`src/design/time_base_regs.svh`:
```
// register indices, field positions, reset values and timing figures of the time base
`ifndef TIME_BASE_REGS_SVH
`define TIME_BASE_REGS_SVH

// register indices; byte address is four times the index
`define TB_TAP_REG_IDX 8'h0F
`define TB_IRQ_STATUS_IDX 8'h10
`define TB_IRQ_ENABLE_IDX 8'h11
`define TB_MASTER_IDX 8'h12

// interrupt source bit positions in status and enable registers
`define TB_SRC_256HZ 0
`define TB_SRC_32HZ 1
`define TB_SRC_16HZ 2
`define TB_SRC_1HZ 3
`define TB_SRC_0P1HZ 4
`define TB_SRC_COUNT 5

// chain stage positions (bit k toggles at 32768 / 2**(k+1) Hz)
`define TB_BIT_256HZ 6
`define TB_BIT_128HZ 7
`define TB_BIT_64HZ 8
`define TB_BIT_32HZ 9
`define TB_BIT_16HZ 10
`define TB_BIT_8HZ 11
`define TB_BIT_4HZ 12
`define TB_BIT_2HZ 13
`define TB_BIT_1HZ 14
`define TB_LOW_FIRST 11

// reset values
`define TB_CHAIN_RESET 15'h0000
`define TB_DECADE_RESET 4'h0
`define TB_ENABLE_RESET 5'h00
`define TB_MASTER_RESET 1'h0

// timing
`define TB_CLK_HZ 32768
`define TB_BINARY_STAGES 15
`define TB_DECADE_DIV 10
`define TB_DECADE_HIGH_FROM 4'h5

`endif

```
`src/design/time_base_pkg.sv`:
```
// types shared by the time base divider chain and its users
package time_base_pkg;

   // fixed-frequency taps handed to the on-chip peripherals
   typedef struct packed {
      logic wdt_count_16hz;
      logic buzzer_1hz;
      logic buzzer_8hz;
      logic buzzer_16hz;
      logic port_sample_64hz;
      logic sysreset_1hz;
      logic sysreset_8hz;
      logic [3:0] capture_data;
   } tap_bundle_t;

   // apb request from the bus master
   typedef struct packed {
      logic psel;
      logic penable;
      logic pwrite;
      logic [11:0] paddr;
      logic [31:0] pwdata;
   } apb_req_t;

   // apb answer back to the master
   typedef struct packed {
      logic pready;
      logic pslverr;
      logic [31:0] prdata;
   } apb_rsp_t;

endpackage

```
`src/design/time_base_divider_chain.sv`:
```
// time base divider chain with apb registers and time base interrupts
`timescale 1ns/10ps
`default_nettype none
`include "time_base_regs.svh"

module time_base_divider_chain #(
   parameter int BINARY_STAGES = `TB_BINARY_STAGES,
   parameter int DECADE_DIV = `TB_DECADE_DIV
) (
   input wire logic mclk,
   input wire logic nrst,
   input wire logic tb_clk,
   input wire time_base_pkg::apb_req_t apb_req,
   output var time_base_pkg::apb_rsp_t apb_rsp,
   input wire logic irq_entry,
   input wire logic irq_return,
   output var time_base_pkg::tap_bundle_t taps,
   output logic [`TB_SRC_COUNT-1:0] tb_irq_req,
   output logic irq
);

   initial begin
      if (BINARY_STAGES != `TB_BINARY_STAGES || DECADE_DIV != `TB_DECADE_DIV) begin
         $error("time base chain only serves 15 binary stages and a divide by ten");
      end
      if (`TB_BIT_1HZ != BINARY_STAGES - 1) begin
         $error("1 Hz tap must be the last binary stage");
      end
      if (`TB_LOW_FIRST != `TB_BIT_8HZ || `TB_BIT_1HZ - `TB_LOW_FIRST != 3) begin
         $error("tap register needs four slow stages from 8 Hz up");
      end
      if (`TB_SRC_COUNT != 5) begin
         $error("five time base sources are decoded");
      end
      if (`TB_DECADE_HIGH_FROM != DECADE_DIV / 2) begin
         $error("decade output must be high for its upper half");
      end
   end

   ////////////////////////////////////////////////////////////////////////////////
   // apb decode

   logic pready_ff;
   logic pslverr_ff;
   logic [31:0] prdata_ff;
   logic [14:0] chain_ff;
   logic [3:0] decade_ff;
   logic [`TB_SRC_COUNT-1:0] status_ff;
   logic [`TB_SRC_COUNT-1:0] enable_ff;
   logic master_ff;
   logic tb_clk_ff;
   logic [`TB_SRC_COUNT-1:0] src_prev_ff;
   logic [`TB_SRC_COUNT-1:0] rd_snap_ff;
   logic [`TB_SRC_COUNT-1:0] req_ff;
   logic irq_ff;
   time_base_pkg::tap_bundle_t taps_ff;

   wire [9:0] reg_idx;
   wire hit_tap;
   wire hit_status;
   wire hit_enable;
   wire hit_master;
   wire hit_any;
   wire acc_first;
   wire acc_done;
   wire wr_done;
   wire rd_done;
   wire tap_write;

   assign reg_idx = apb_req.paddr[11:2];
   assign hit_tap = reg_idx == {2'h0, `TB_TAP_REG_IDX};
   assign hit_status = reg_idx == {2'h0, `TB_IRQ_STATUS_IDX};
   assign hit_enable = reg_idx == {2'h0, `TB_IRQ_ENABLE_IDX};
   assign hit_master = reg_idx == {2'h0, `TB_MASTER_IDX};
   assign hit_any = hit_tap | hit_status | hit_enable | hit_master;
   // first access cycle: prepare answer; second: complete
   assign acc_first = apb_req.psel & apb_req.penable & ~pready_ff;
   assign acc_done = apb_req.psel & apb_req.penable & pready_ff;
   assign wr_done = acc_done & apb_req.pwrite & ~pslverr_ff;
   assign rd_done = acc_done & ~apb_req.pwrite & ~pslverr_ff;
   assign tap_write = wr_done & hit_tap;

   // read words; unused upper bits read as zero
   wire [31:0] rd_tap_word = {28'h0000000, chain_ff[`TB_BIT_1HZ:`TB_LOW_FIRST]};
   wire [31:0] rd_status_word = {27'h0000000, status_ff};
   wire [31:0] rd_enable_word = {27'h0000000, enable_ff};
   wire [31:0] rd_master_word = {31'h00000000, master_ff};
   wire [31:0] rd_mux =
      hit_tap ? rd_tap_word :
      hit_status ? rd_status_word :
      hit_enable ? rd_enable_word :
      hit_master ? rd_master_word : 32'h00000000;

   ////////////////////////////////////////////////////////////////////////////////
   // divider chain

   wire tb_fall = tb_clk_ff & ~tb_clk;
   wire [14:0] chain_inc = chain_ff + 15'h0001;
   wire [14:0] chain_adv = tb_fall ? chain_inc : chain_ff;
   wire one_hz_fall = chain_ff[`TB_BIT_1HZ] & ~chain_adv[`TB_BIT_1HZ];
   wire [3:0] decade_adv =
      ~one_hz_fall ? decade_ff :
      (decade_ff == 4'(DECADE_DIV - 1)) ? 4'h0 : decade_ff + 4'h1;
   wire [14:0] low_clear_mask = 15'h07FF;
   // a write clears the slow stages and the decade counter; fast stages keep counting
   wire [14:0] nxt_chain = tap_write ? (chain_adv & low_clear_mask) : chain_adv;
   wire [3:0] nxt_decade = tap_write ? 4'h0 : decade_adv;
   wire tenth_hz = decade_ff >= `TB_DECADE_HIGH_FROM;

   ////////////////////////////////////////////////////////////////////////////////
   // interrupt sources

   wire src_256hz = chain_ff[`TB_BIT_256HZ];
   wire src_32hz = chain_ff[`TB_BIT_32HZ];
   wire src_16hz = chain_ff[`TB_BIT_16HZ];
   wire src_1hz = chain_ff[`TB_BIT_1HZ];
   wire src_tenth = tenth_hz;
   wire [`TB_SRC_COUNT-1:0] src_now =
      {src_tenth, src_1hz, src_16hz, src_32hz, src_256hz};
   // a write clear looks like any other fall, so it requests too
   wire [`TB_SRC_COUNT-1:0] src_fall = src_prev_ff & ~src_now;
   wire [`TB_SRC_COUNT-1:0] rd_clear =
      (rd_done & hit_status) ? rd_snap_ff : {`TB_SRC_COUNT{1'b0}};
   // set wins over the read clear; only bits that were reported get cleared
   wire [`TB_SRC_COUNT-1:0] nxt_status = (status_ff & ~rd_clear) | src_fall;
   wire [`TB_SRC_COUNT-1:0] nxt_enable =
      (wr_done & hit_enable) ? apb_req.pwdata[`TB_SRC_COUNT-1:0] : enable_ff;
   wire nxt_master =
      irq_entry ? 1'b0 :
      irq_return ? 1'b1 :
      (wr_done & hit_master) ? apb_req.pwdata[0] : master_ff;
   wire nxt_irq = master_ff & |(status_ff & enable_ff);

   time_base_pkg::tap_bundle_t nxt_taps;
   always_comb begin
      nxt_taps.wdt_count_16hz = nxt_chain[`TB_BIT_16HZ];
      nxt_taps.buzzer_1hz = nxt_chain[`TB_BIT_1HZ];
      nxt_taps.buzzer_8hz = nxt_chain[`TB_BIT_8HZ];
      nxt_taps.buzzer_16hz = nxt_chain[`TB_BIT_16HZ];
      nxt_taps.port_sample_64hz = nxt_chain[`TB_BIT_64HZ];
      nxt_taps.sysreset_1hz = nxt_chain[`TB_BIT_1HZ];
      nxt_taps.sysreset_8hz = nxt_chain[`TB_BIT_8HZ];
      nxt_taps.capture_data = nxt_chain[`TB_BIT_32HZ:`TB_BIT_256HZ];
   end

   ////////////////////////////////////////////////////////////////////////////////
   // answer and edge history next values

   // answer is prepared in the first access cycle, so every transfer has one wait state
   wire nxt_pready = acc_first;
   wire nxt_pslverr = acc_first & ~hit_any;
   wire [31:0] nxt_prdata = (acc_first & ~apb_req.pwrite) ? rd_mux : 32'h00000000;
   // snapshot keeps a set landing between answer and completion from being lost
   wire [`TB_SRC_COUNT-1:0] nxt_rd_snap = acc_first ? status_ff : rd_snap_ff;
   wire nxt_tb_clk = tb_clk;
   wire [`TB_SRC_COUNT-1:0] nxt_src_prev = src_now;
   wire [`TB_SRC_COUNT-1:0] nxt_req = src_fall;

   ////////////////////////////////////////////////////////////////////////////////
   // registers

   always_ff @(posedge mclk) begin
      if (!nrst) begin
         chain_ff <= `TB_CHAIN_RESET;
      end else begin
         chain_ff <= nxt_chain;
      end
   end

   always_ff @(posedge mclk) begin
      if (!nrst) begin
         decade_ff <= `TB_DECADE_RESET;
      end else begin
         decade_ff <= nxt_decade;
      end
   end

   always_ff @(posedge mclk) begin
      if (!nrst) begin
         tb_clk_ff <= 1'b0;
      end else begin
         tb_clk_ff <= nxt_tb_clk;
      end
   end

   always_ff @(posedge mclk) begin
      if (!nrst) begin
         src_prev_ff <= {`TB_SRC_COUNT{1'b0}};
      end else begin
         src_prev_ff <= nxt_src_prev;
      end
   end

   always_ff @(posedge mclk) begin
      if (!nrst) begin
         taps_ff <= '0;
      end else begin
         taps_ff <= nxt_taps;
      end
   end

   always_ff @(posedge mclk) begin
      if (!nrst) begin
         status_ff <= {`TB_SRC_COUNT{1'b0}};
      end else begin
         status_ff <= nxt_status;
      end
   end

   always_ff @(posedge mclk) begin
      if (!nrst) begin
         enable_ff <= `TB_ENABLE_RESET;
      end else begin
         enable_ff <= nxt_enable;
      end
   end

   always_ff @(posedge mclk) begin
      if (!nrst) begin
         master_ff <= `TB_MASTER_RESET;
      end else begin
         master_ff <= nxt_master;
      end
   end

   always_ff @(posedge mclk) begin
      if (!nrst) begin
         req_ff <= {`TB_SRC_COUNT{1'b0}};
      end else begin
         req_ff <= nxt_req;
      end
   end

   always_ff @(posedge mclk) begin
      if (!nrst) begin
         irq_ff <= 1'b0;
      end else begin
         irq_ff <= nxt_irq;
      end
   end

   always_ff @(posedge mclk) begin
      if (!nrst) begin
         pready_ff <= 1'b0;
      end else begin
         pready_ff <= nxt_pready;
      end
   end

   always_ff @(posedge mclk) begin
      if (!nrst) begin
         pslverr_ff <= 1'b0;
      end else begin
         pslverr_ff <= nxt_pslverr;
      end
   end

   always_ff @(posedge mclk) begin
      if (!nrst) begin
         prdata_ff <= 32'h00000000;
      end else begin
         prdata_ff <= nxt_prdata;
      end
   end

   always_ff @(posedge mclk) begin
      if (!nrst) begin
         rd_snap_ff <= {`TB_SRC_COUNT{1'b0}};
      end else begin
         rd_snap_ff <= nxt_rd_snap;
      end
   end

   ////////////////////////////////////////////////////////////////////////////////
   // outputs

   assign apb_rsp.pready = pready_ff;
   assign apb_rsp.pslverr = pslverr_ff;
   assign apb_rsp.prdata = prdata_ff;
   assign taps = taps_ff;
   assign tb_irq_req = req_ff;
   assign irq = irq_ff;

endmodule
`default_nettype wire

```
`config.mk`:
```
export PLATFORM = sky130hd
export DESIGN_NAME = time_base_divider_chain
export DESIGN_NICKNAME = d
export VERILOG_FILES = /design/src/design/time_base_pkg.sv /design/src/design/time_base_divider_chain.sv
export VERILOG_INCLUDE_DIRS = /design/src /design/src/design
export SDC_FILE = /design/constraint.sdc
export NUM_CORES = 1
export LEC_CHECK = 0
export BUFFER_PORTS_ARGS = -buffer_cell sky130_fd_sc_hd__buf_4
export CELL_PAD_IN_SITES_DETAIL_PLACEMENT = 0
export CELL_PAD_IN_SITES_GLOBAL_PLACEMENT = 1
export CORE_ASPECT_RATIO = 0.75
export CORE_MARGIN = 2
export CORE_UTILIZATION = 39
export CTS_BUF_LIST = sky130_fd_sc_hd__clkbuf_4
export CTS_CLUSTER_DIAMETER = 30
export DETAILED_ROUTE_END_ITERATION = 10
export HOLD_SLACK_MARGIN = 0.05
export MAX_ROUTING_LAYER = met4
export PLACE_DENSITY_LB_ADDON = 0.1
export SYNTH_ARGS = -nofsm -noshare
export SYNTH_HDL_FRONTEND = slang
export SYNTH_SLANG_ARGS = --single-unit
```
`constraint.sdc`:
```
create_clock -name mclk -period 3.9 [get_ports mclk]
set_clock_uncertainty 0.2 [all_clocks]
set_input_delay 0.78 -clock mclk [delete_from_list [all_inputs] [get_ports mclk]]
set_output_delay 0.78 -clock mclk [all_outputs]
set_load 0.01 [all_outputs]
```
==> flow_metrics.tcl <==
set metrics [dict create \
    drt_wl_total_mm 5.18 \
    cp_max_fo 10 \
    insertion_delay_ns 0.37 \
    min_period_ns 2.37 \
    syn_inst 284 \
    crit_required_ns 4.01 \
    relSlewSlack_pct 46.6 \
    cpMostUsedCell "buf_4" \
    path_cells "buf_4 -> or4_4 -> nor4_4 -> buf_4 -> and3_1 -> mux2i_1" \
    worstSetupEndpointType "flip-flop" \
    fin_cells 398 \
    cts_tree "yes" \
    n_antenna_cell 0 \
    crit_family "simple AND/OR/NAND/NOR gates" \
    drtAntennaViolNets 0 \
    synthArstFlopShare_pct 0 \
    globalRouteTotalUtil_pct 14.6 \
    dieArea_um2 7410 \
    wl_met1_mm 2.76 \
    initial_core_util_pct 40.9 \
    fillers 680 \
    antenna_found_initial 0 \
    synth_top_area_share_pct 41.2 \
    cts_resized 0 \
    ir_drop_mv 0.132 \
    yosysSeqAreaShare_pct 41.2 \
    synth_area_leaders "dfxtp_1, buf_4, nand2_1, and2_1, mux2i_1" \
    drt-vias-per-instance 4.86 \
    num_rows 25 \
    gr-total-overflow 0 \
    area_growth_syn_to_layout_pct 10.3 \
    p_total_mw 0.879 \
    hold_class "flip-flop to flip-flop" \
    hold_slack_ns 0.247 \
    grt_start_max_net_pins 49 \
    io_buffers 46 \
    avgSynthCellArea_um2 9.24 \
    hold_buffers 0 \
    vias 1934 \
    grt_pass1_vias 1599 \
    stdcell_area_um2 2890 \
    coreArea_um2 6410 \
    period_share_pct 60.9 \
    synth_top_cell_by_area "dfxtp_1" \
    p_leak_nw 1.18 \
    fmax_ghz 0.421 \
    routabilityCongestion 0.781 \
    num_io_pins 103 \
    yosysMostFrequentCell "dfxtp_1" \
    worst_slew_pin_slew_ns 0.799 \
    worst-path-buf-inv 2 \
    fin_nets 369 \
    cts_buffers 5 \
    drive_above_1_share_pct 22.7 \
    netlist-cell-type-count 48 \
    dr.max_layer_used "met4" \
    maxCapViolCount 0 \
    die_y_um 75.0 \
    root_buffer "clkbuf_4" \
    wl_met2_mm 2.05 \
    cts.htree.levels 2 \
    cts_sinks 54 \
    tns_ns 0 \
    synth_top_flop_cell "dfxtp_1" \
    route.detailed.drc 0 \
    drv_slew 0 \
    first_pass_iters 4 \
    multiInputGateArea_um2 1290 \
    outcome "completed" \
    synth_common_cells "dfxtp_1, buf_4, nand2_1" \
    grt_pass1_wl_mm 8.34 \
    cts_buffer_depth 2 \
    synth_edf_count 0 \
    place_area_um2 2840 \
    die_w_um 98.7 \
    post_cts_buffers 0 \
    wl_met3_um 338 \
    synth_area_um2 2620 \
    rsz0062_at_grt "false" \
    drt_iter0_markers 122 \
    dp_hpwl_mm 3.77 \
    start_kind "input port" \
    yosysWarningCount 0 \
    crit_arrival_ns 2.49 \
    hold_viol_final 0 \
    finalSetupViolCount 0 \
    clkTransAtPathRegs_ns 0.16 \
    regArea_um2 1080 \
    ys_ff_latch 54 \
    worst_path_largest_cell_delay_ns 0.57 \
    p_per_area_nw_per_um2 304 \
    crit_type "input port to flip-flop" \
    slowest_stage "or4_4" \
    detail_route.wl_per_cell_um 13.0 \
    dp.cells 390 \
]
==> cell families (layout without fill, tap and decap cells) <==
| logic type | after synthesis | count (layout) | share of synthesized area (%) |
|---|---|---|---|
| xor+xnor | 10 | 10 | 3.34 |
| other cells | 1 | 27 | 0.143 |
| buf+inv | 51 | 58 | 13.4 |
| flops | 54 | 54 | 41.2 |
| simple gates | 115 | 115 | 25.8 |
| fa+ha+maj | 1 | 1 | 0.477 |
| mux | 12 | 12 | 4.72 |
| compound gates | 40 | 40 | 11.0 |
==> metal layers <==
layer	GRT usage, %	vias up
met1	22.1	884
li1	-	982
met3	3.44	2
met5	-	-
met4	4.11	0
met2	18.9	66
==> worst paths after layout <==
| kind | startpoint | endpoint | slack (ns) | cells after the start |
|---|---|---|---|---|
| worst max-delay path | apb_req[41] | enable_ff[0]$_SDFFE_PN0P_ | 1.53 | 6 |
| worst min-delay path | src_prev_ff[1]$_SDFF_PN0_ | tb_irq_req[1]$_SDFF_PN0_ | 0.25 | 2 |
| worst max register to register | chain_ff[0]$_SDFFE_PN0P_ | decade_ff[2]$_SDFFE_PP0P_ | 1.62 | 5 |
| worst min register to register | src_prev_ff[1]$_SDFF_PN0_ | tb_irq_req[1]$_SDFF_PN0_ | 0.25 | 2 |
==> through the flow <==
stage,setup WS (ns),util (%)
after global routing,1.43,45.1
after global placement,1.16,44.2
final,1.53,45.1
after floorplan,1.41,-
after CTS,1.55,45.1
after detailed placement,1.14,44.2
==> power by group <==
| part | switching (mW) | leakage [nW] | total, mW | internal [mW] |
|---|---|---|---|---|
| clock network | 0.180 | 0.0292 | 0.251 | 0.0710 |
| logic | 0.0388 | 0.719 | 0.0660 | 0.0272 |
| registers | 0.00450 | 0.436 | 0.562 | 0.557 |
| total | 0.223 | 1.18 | 0.879 | 0.656 |
==> worst min-delay path: stages, from the launching register on <==
cell	delay, ns
dfxtp_1	0.33
nand2_1	0.05
nor2_1	0.04
==> placed cells by master (no fill, tap or decap), types with 3 or more instances in the layout <==
cell type | Yosys | final
clkbuf_4 | 0 | 5
xnor2_1 | 4 | 4
nand3b_1 | 3 | 3
a22oi_1 | 5 | 5
or3_1 | 5 | 5
conb_1 | 1 | 27
mux2_2 | 3 | 3
nand4_1 | 7 | 7
buf_4 | 40 | 47
a21boi_0 | 7 | 7
mux2i_1 | 9 | 9
dfxtp_1 | 54 | 54
nor3_1 | 4 | 4
a21oi_1 | 9 | 9
inv_1 | 3 | 3
o21ai_0 | 5 | 5
nor2b_1 | 6 | 6
a31o_2 | 5 | 5
and3_1 | 3 | 3
and2_1 | 16 | 16
nor2_1 | 13 | 13
nor4_1 | 5 | 5
nand3_1 | 6 | 6
xor2_1 | 6 | 6
nand2_1 | 33 | 33
==> state kept, by name, indices dropped and copies added, names as in the netlist, 4 cells and up <==
name / flops
decade_ff: 4
src_prev_ff: 5
tb_irq_req: 5
prdata_ff: 5
rd_snap_ff: 5
chain_ff: 12
status_ff: 5
enable_ff: 5
==> layout make-up <==
type                    instances  area share (%)
clock buffers                   5            1.30
clock inverters                 3           0.692
inverters                       3           0.389
multi-input cells             205            44.6
flip-flops and latches         54            37.4
well taps                      81            3.50
repair buffers                 47            12.2
Power figures use the tool's default switching activity.
